### config.mk
export PLATFORM = sky130hd
export DESIGN_NAME = dbgp_pin_share
export DESIGN_NICKNAME = d
export VERILOG_FILES = /design/src/shared/dbgp_pkg.sv /design/src/hdl/dbgp_pin_share.sv
export SDC_FILE = /design/constraint.sdc
export NUM_CORES = 1
export LEC_CHECK = 0
export BUFFER_PORTS_ARGS = -buffer_cell sky130_fd_sc_hd__buf_4
export CORE_MARGIN = 4
export CORE_UTILIZATION = 50
export CTS_BUF_LIST = sky130_fd_sc_hd__clkbuf_4 sky130_fd_sc_hd__clkbuf_8
export CTS_CLUSTER_DIAMETER = 100
export CTS_CLUSTER_SIZE = 28
export DETAILED_ROUTE_END_ITERATION = 8
export PLACE_DENSITY = 0.81
export SYNTH_ARGS = -nofsm -noshare
export SYNTH_HDL_FRONTEND = slang
export SYNTH_SLANG_ARGS = --single-unit
### constraint.sdc
create_clock -name pclk -period 4.4 [get_ports pclk]
set_clock_uncertainty 0.1 [all_clocks]
set_input_delay 0.88 -clock pclk [delete_from_list [all_inputs] [get_ports pclk]]
set_output_delay 0.88 -clock pclk [all_outputs]
set_load 0.01 [all_outputs]
### src/shared/dbgp_pkg.sv
package dbgp_pkg;
  localparam int ADDR_W = 16;
  localparam int DATA_W = 32;
  localparam logic [15:0] CTRL_ADDR = 16'h0000;
  localparam logic [15:0] IND_ADDR_ADDR = 16'h0004;
  localparam logic [15:0] IND_DATA_ADDR = 16'h0008;
  localparam logic [15:0] STATUS_ADDR = 16'h000C;
  localparam logic [15:0] LIDRV_ADDR = 16'h4F80;
  localparam logic [7:0] LIDRV_PAGE = 8'h4E;
  localparam logic [7:0] LIDRV_REG = 8'h80;
  localparam int CTRL_EN_BIT = 0;
  localparam int GP_A_BIT = 2;
  localparam int GP_B_BIT = 3;
  localparam logic [7:0] LIDRV_RESET = 8'h00;
  localparam logic [15:0] IND_RESET = 16'h0000;

  typedef struct packed {
    logic [3:0] upper;
    logic gp_output_b_bit;
    logic gp_output_a_bit;
    logic [1:0] lower;
  } dbgp_lidrv_t;

  typedef struct packed {
    logic [7:0] page;
    logic [7:0] reg_index;
  } dbgp_ind_t;
endpackage

### src/hdl/dbgp_pin_share.sv
`timescale 1ns/100ps
`default_nettype none
module dbgp_pin_share
  import dbgp_pkg::*;
(
  input wire logic pclk,
  input wire logic presetn,
  input wire logic psel,
  input wire logic penable,
  input wire logic pwrite,
  input wire logic [ADDR_W-1:0] paddr,
  input wire logic [DATA_W-1:0] pwdata,
  input wire logic [3:0] pstrb,
  output logic pready,
  output logic [DATA_W-1:0] prdata,
  output logic pslverr,
  input wire logic drop_bus_clock_ch3,
  input wire logic [7:0] drop_word_in,
  output logic [7:0] drop_bus_data_ch3
);
  logic [2:0] clk_sync_ff;
  logic clk_rise;
  logic clk_lvl_ff;
  logic bus_en_ff;
  dbgp_lidrv_t lidrv_ff;
  dbgp_ind_t ind_ff;
  logic [7:0] drop_word_ff;
  logic setup_ph;
  logic access_wr;
  logic [DATA_W-1:0] nxt_prdata;
  logic nxt_err;
  logic [DATA_W-1:0] prdata_ff;
  logic pslverr_ff;

  function automatic logic is_lidrv(input logic [ADDR_W-1:0] a,
                                    input dbgp_ind_t ia);
    is_lidrv = (a == LIDRV_ADDR) ||
               ((a == IND_DATA_ADDR) && (ia.page == LIDRV_PAGE) &&
                (ia.reg_index == LIDRV_REG));
  endfunction

  assign setup_ph = psel && !penable;
  assign access_wr = psel && penable && pwrite && !pslverr_ff;
  assign pready = psel && penable;
  assign prdata = prdata_ff;
  assign pslverr = pready && pslverr_ff;

  // link clock is foreign: three stages, a level counts once 2 and 3 agree
  always_ff @(posedge pclk or negedge presetn)
  begin
    if (!presetn)
      clk_sync_ff <= 3'h0;
    else
      clk_sync_ff <= {clk_sync_ff[1:0], drop_bus_clock_ch3};
  end

  // filtered level; reset low matches the idle link so no false edge
  always_ff @(posedge pclk or negedge presetn)
  begin
    if (!presetn)
      clk_lvl_ff <= 1'b0;
    else if (clk_sync_ff[1] == clk_sync_ff[2])
      clk_lvl_ff <= clk_sync_ff[2];
  end
  assign clk_rise = clk_sync_ff[1] && clk_sync_ff[2] && !clk_lvl_ff;

  always_ff @(posedge pclk or negedge presetn)
  begin
    if (!presetn)
      drop_word_ff <= 8'h00;
    else if (bus_en_ff && clk_rise)
      drop_word_ff <= drop_word_in;
  end

  always_ff @(posedge pclk or negedge presetn)
  begin
    if (!presetn)
      bus_en_ff <= 1'b0;
    else if (access_wr && paddr == CTRL_ADDR && pstrb[0])
      bus_en_ff <= pwdata[CTRL_EN_BIT];
  end

  always_ff @(posedge pclk or negedge presetn)
  begin
    if (!presetn)
      ind_ff <= IND_RESET;
    else if (access_wr && paddr == IND_ADDR_ADDR)
    begin
      if (pstrb[0])
        ind_ff.reg_index <= pwdata[7:0];
      if (pstrb[1])
        ind_ff.page <= pwdata[15:8];
    end
  end

  // stored regardless of bus enable; only the pin mux hides it
  always_ff @(posedge pclk or negedge presetn)
  begin
    if (!presetn)
      lidrv_ff <= LIDRV_RESET;
    else if (access_wr && pstrb[0] && is_lidrv(paddr, ind_ff))
      lidrv_ff <= pwdata[7:0];
  end

  always_comb
  begin
    nxt_prdata = '0;
    nxt_err = 1'b0;
    if (is_lidrv(paddr, ind_ff))
      nxt_prdata = {24'h000000, lidrv_ff};
    else if (paddr == CTRL_ADDR)
      nxt_prdata = {31'h00000000, bus_en_ff};
    else if (paddr == IND_ADDR_ADDR)
      nxt_prdata = {16'h0000, ind_ff};
    else if (paddr == STATUS_ADDR)
      nxt_prdata = {22'h000000, clk_sync_ff[2], bus_en_ff, drop_word_ff};
    else
      nxt_err = 1'b1;
  end

  // answer prepared in setup so read data comes from a flop
  always_ff @(posedge pclk or negedge presetn)
  begin
    if (!presetn)
    begin
      prdata_ff <= 32'h00000000;
      pslverr_ff <= 1'b0;
    end
    else if (setup_ph)
    begin
      prdata_ff <= pwrite ? 32'h00000000 : nxt_prdata;
      pslverr_ff <= nxt_err;
    end
  end

  always_comb
  begin
    drop_bus_data_ch3 = drop_word_ff;
    if (!bus_en_ff)
    begin
      drop_bus_data_ch3[0] = lidrv_ff.gp_output_a_bit;
      drop_bus_data_ch3[1] = lidrv_ff.gp_output_b_bit;
    end
  end
endmodule
`default_nettype wire

# Yosys cells after proc, flatten, opt, wreduce, memory -nomap -nowiden
# Index checks and enable logic that the tools add are counted.
op_classes:
  eq_ne: 7
  mux: 10
  n_reduce_logical: 22
ops:
  columns: ["operator", "count"]
  rows:
  - ["$mux 16", 3]
  - ["$eq 16x4->1 const B", 2]
  - ["$mux 32", 1]
  - ["$eq 16x15->1 const B", 1]
  - ["$eq 16x3->1 const B", 1]
  - ["$logic_not 16->1", 1]
  - ["$logic_and 1x1->1", 15]
  - ["$mux 10", 1]
  - ["$eq 8x7->1 const B", 1]
  - ["$eq 8x8->1 const B", 1]
  - ["$mux 1", 4]
  - ["$reduce_and 2->1", 2]
  - ["$logic_not 1->1", 3]
  - ["$mux 2", 1]
  - ["$eq 1x1->1", 1]
  - ["$logic_or 1x1->1", 1]
word_totals:
  ff_bits: 70
  in_bits: 66
  output_inout_bits: 42
  word_cells: 51

# Depth between registers and ports, before layout
depth:
  word_depth: 6
  depth_mapped: 7
  depth_no_buf: 5

# Worst setup path before layout
# Ideal clock, no wire load.
synth_path:
  path_kind: "input to register"
  start: "in paddr[3]"
  end: "reg ind_ff[0] (netlist bit)"
  setup_ns: 0.125
  arrival_ns: 2.302
  t_required_ns: 4.175
  setup_slack_ns: 1.873
  stages: 5
  n_path_buf: 1
  cell_sequence: "buf_2 nor4b_4 nand4_4 nor2_4 mux2_2"
synth_via:
  elab_chain_cells: 3
synth_lines:
  columns: ["element", "line_no", "text"]
  rows:
  - ["from (decl)", "dbgp_pin_share.sv:11", "input wire logic [ADDR_W-1:0] paddr,"]
  - ["$eq 16x3->1", "dbgp_pin_share.sv:87", "else if (access_wr && paddr == IND_ADDR_ADDR)"]
  - ["$logic_and 1x1->1", "dbgp_pin_share.sv:87", null]
  - ["$reduce_and 2->1 (no source line)", null, null]
  - ["to (decl)", "dbgp_pin_share.sv:26", "dbgp_ind_t ind_ff;"]
# Every way passes these cells.
# A chain may end at the register's enable or synchronous reset.

# Worst setup path after layout
layout_path:
  start: "in paddr[7]"
  end: "reg lidrv_ff[6] (netlist bit)"
layout_via:
  elab_chain_cells: 5
  elab_cells_between_ends: 6
layout_lines:
  columns: ["element", "line_no", "text"]
  rows:
  - ["$eq 16x4->1", "dbgp_pin_share.sv:38", "((a == IND_DATA_ADDR) && (ia.page == LIDRV_PAGE) &&"]
  - ["$logic_and 1x1->1 (2 in series)", "dbgp_pin_share.sv:38", null]
  - ["$logic_or 1x1->1 (*)", "dbgp_pin_share.sv:37", "is_lidrv = (a == LIDRV_ADDR) ||"]
  - ["$logic_and 1x1->1 (*)", "dbgp_pin_share.sv:101", "else if (access_wr && pstrb[0] && is_lidrv(paddr, ind_ff))"]
  - ["to (signal assigned)", "dbgp_pin_share.sv:102", "lidrv_ff <= pwdata[7:0];"]
  - ["to (decl)", "dbgp_pin_share.sv:25", "dbgp_lidrv_t lidrv_ff;"]
# Every way passes the cells marked *; elsewhere a longest branch is shown, timed or not.

==> impl_metrics.toml <==
[run_status]
outcome = "finished, final reports clean"

[sta]
drv_slew = 0
post-route-min-period_ps = 2663
setup_violations = 0
fin_hold_ws_ps = 252.5
setup-tns-final_ps = 0
hold_viol = 0
rsz0062_at_grt = "false"
timing.slew.headroom = 0.4586
worstMarginPinSlew_ps = 812.2
fin_crit_sh = 0.6053
clock.fmax_ghz = 0.3755

[routing]
ant_nets = 0
wirelength_um = 5833
first_pass_iters = 4
first_iter_violations = 104
routed_via_density = 5.218
route.detailed.drc = 0
vias = 1889
wire_per_inst_um = 16.11

[pwr]
p_leak_nw = 1.666
combinationalPowerShare = 0.092
p_sw_frac = 0.2250
peakVddDrop_uv = 253.3
power_frac_seq = 0.546
switching_power_w = 0.0002095
intPower_w = 0.0007217
clkPwrFrac = 0.362
power-per-cell-area_nw_per_um2 = 283.0

[floorplan]
die_y_um = 81.35
die-area_um2 = 6618
io_pins = 108
dieWidth_um = 81.35
initial_core_util = 0.5201
coreArea_um2 = 5172
rows = 26

[finish]
drive_gt1_frac = 0.4315
syn_to_final_growth_pct = 22.33
nNetsFinal = 358
fillers = 416
antenna_cells = 0

[setup_path]
path_depth = 6
r2r_slack_ps = 2190
criticalPathCategory = "input pin to register"
path_cells = "buf_4, nor4_2, and4_1, nand4_2, a21o_1, mux2_4"
r2r_end = "lidrv_ff[6]"
critPathSlowestCell = "and4_1"
rr_worst_depth = 5
worstPathBufferInverterCount = 1
end_kind = "register"
cp_max_fo = 10
rr_startpoint = "ind_ff[12]"
start_kind = "input pin"
max_stage_delay_ps = 500
arrival_ps = 2770
cpLargestDelayFamily = "simple AND/OR/NAND/NOR gates"
cp_data_required_time_ps = 4500

[grt]
grt_max_degree = 55
grt_pass1_wl_um = 9321
grt_overflow = 0
grt_pass1_vias = 1890
antenna_found_initial = 0
grt_usage = 0.1886

[cts]
clk-insertion-delay-late_ps = 310
cts_tree = "built"
hold_buffers = 0
cts-root-buf = "clkbuf_8"
cts_buffers = 5
post_cts_buffers = 0
htreeDepth = 2
cts_resized = 0
cts_buffer_depth = 2
cts_sinks = 54
path_clk_slew_ps = 100

[place]
post-dp-hpwl_um = 4352
port_buffers = 73
gp_congestion = 0.8532

[synthesis]
synth_xor_area_frac = 0
yosysTopAreaCellShare = 0.5023
synth_commonest_cells = "54 x dfrtp_1, 28 x mux2_2, 28 x nand2_1, 22 x buf_4, 10 x o21ai_0"
synth_cell_types = 40
synthMuxAreaShare = 0.1805
ys.flop_type = "dfrtp_1"
synth_fa_ha_area_frac = 0.004651
seq_area_frac_synth = 0.5023
ys_async_sr_fraction = 1.000
syn_area_per_cell_um2 = 12.01
yosysMostFrequentCell = "dfrtp_1"
ys_seq_elements = 54
synth-simple-area-share = 0.1647
yosysWarnings = 0
synth_compound_area_frac = 0.07023
synth_top_family_by_area = "multiplexers"
synthTopCellsByArea = "dfrtp_1 50%, mux2_2 12%, buf_4 6.1%, mux2_4 4.5%, nand2_1 3.9%"
synth_top_area_cell = "dfrtp_1"
synth_edf_count = 0
synth.cell_area_um2 = 2690
synth_cells = 224

[worst_hold_path]
hp-start = "clk_sync_ff[0]"
hold_path.class = "register to register"
min_path_cells = 0
min_to = "clk_sync_ff[1]"

[run]
max_cap_viol_count = 0
## stage by stage
| stage | area [um2] | util | instances | setup slack (ps) | total power [W] |
|---|---|---|---|---|---|
| finish | 3291 | 0.6362 | 362 | 1737 | 0.0009313 |
| global route | 3291 | 0.6362 | 362 | 1607 | 0.0009695 |
| CTS | 3291 | 0.6362 | 362 | 1729 | 0.0009395 |
| detailed placement | 3177 | 0.6142 | 354 | 1392 | 0.0006045 |
| global placement | 3177 | 0.6142 | 354 | 1449 | 0.0006030 |
| floorplan | 2746 | - | 239 | 1873 | 0.0005602 |
## worst max-delay path by stage
stage,from,end,slack [ps]
finish,paddr[7],lidrv_ff[6],1740
global route,paddr[7],prdata[2],1610
CTS,paddr[7],lidrv_ff[6],1730
detailed placement,paddr[7],lidrv_ff[6],1390
global placement,paddr[7],lidrv_ff[6],1450
floorplan,paddr[3],ind_ff[0],1870
## flip-flops by register name (all words and copies together), names as in the netlist
name and cells:
ind_ff 16, prdata 16, drop_word_ff 8, lidrv_ff 8, clk_sync_ff 3, bus_en_ff 1
clk_lvl_ff 1, pslverr_ff 1
## per-layer routing
metal	up-vias	track usage	share of wire
met5	-	0	0
met4	0	0.06588	0.013
met3	5	0.04102	0.071
met2	64	0.3111	0.48
met1	923	0.2443	0.43
li1	897	-	-
## power by group through the flow
stage          clock network (W)  registers (W)   logic, W
2_1_floorplan                  0       0.000517  0.0000435
3_3_place_gp                   0       0.000518  0.0000852
3_5_place_dp                   0       0.000518  0.0000863
4_1_cts                 0.000345       0.000508  0.0000866
5_1_grt                 0.000365       0.000509  0.0000958
6_report                0.000337       0.000508  0.0000857
## logic make-up after synthesis
family / after synthesis
DFF: 54
buffers and inverters: 28
adders and majority gates: 1
and+or+nand+nor: 71
AOI/OAI and AO/OA: 28
muxes: 41
other: 1
## cell type report
type / instances / area [um2] / share of cell area
timing repair buffer: 73 / 548.0 / 0.1665
tap: 70 / 87.58 / 0.02662
sequential: 54 / 1351 / 0.4106
clock inverter: 2 / 37.54 / 0.01141
clock buffer: 6 / 76.32 / 0.02319
multi-input combinational: 157 / 1190 / 0.3616
## layout by cell type, fill, tap and decap left out, drive strengths merged
cell and instances:
a21boi 1, a21o 3, a21oi 5, a221o 6, a2bb2o 1, a31oi 1, and2 2, and3 2
and3b 1, and4 1, buf 73, bufinv 1, clkbuf 6, clkinvlp 1, conb 16, dfrtp 54
ha 1, mux2 36, mux2i 5, nand2 28, nand2b 2, nand3 7, nand3b 1, nand4 5
nand4b 1, nor2 9, nor2b 1, nor3 1, nor4 6, nor4b 1, o21ai 10, o31ai 1
or2 1, or4 2
Note: power is estimated with default switching activity, not from simulation.
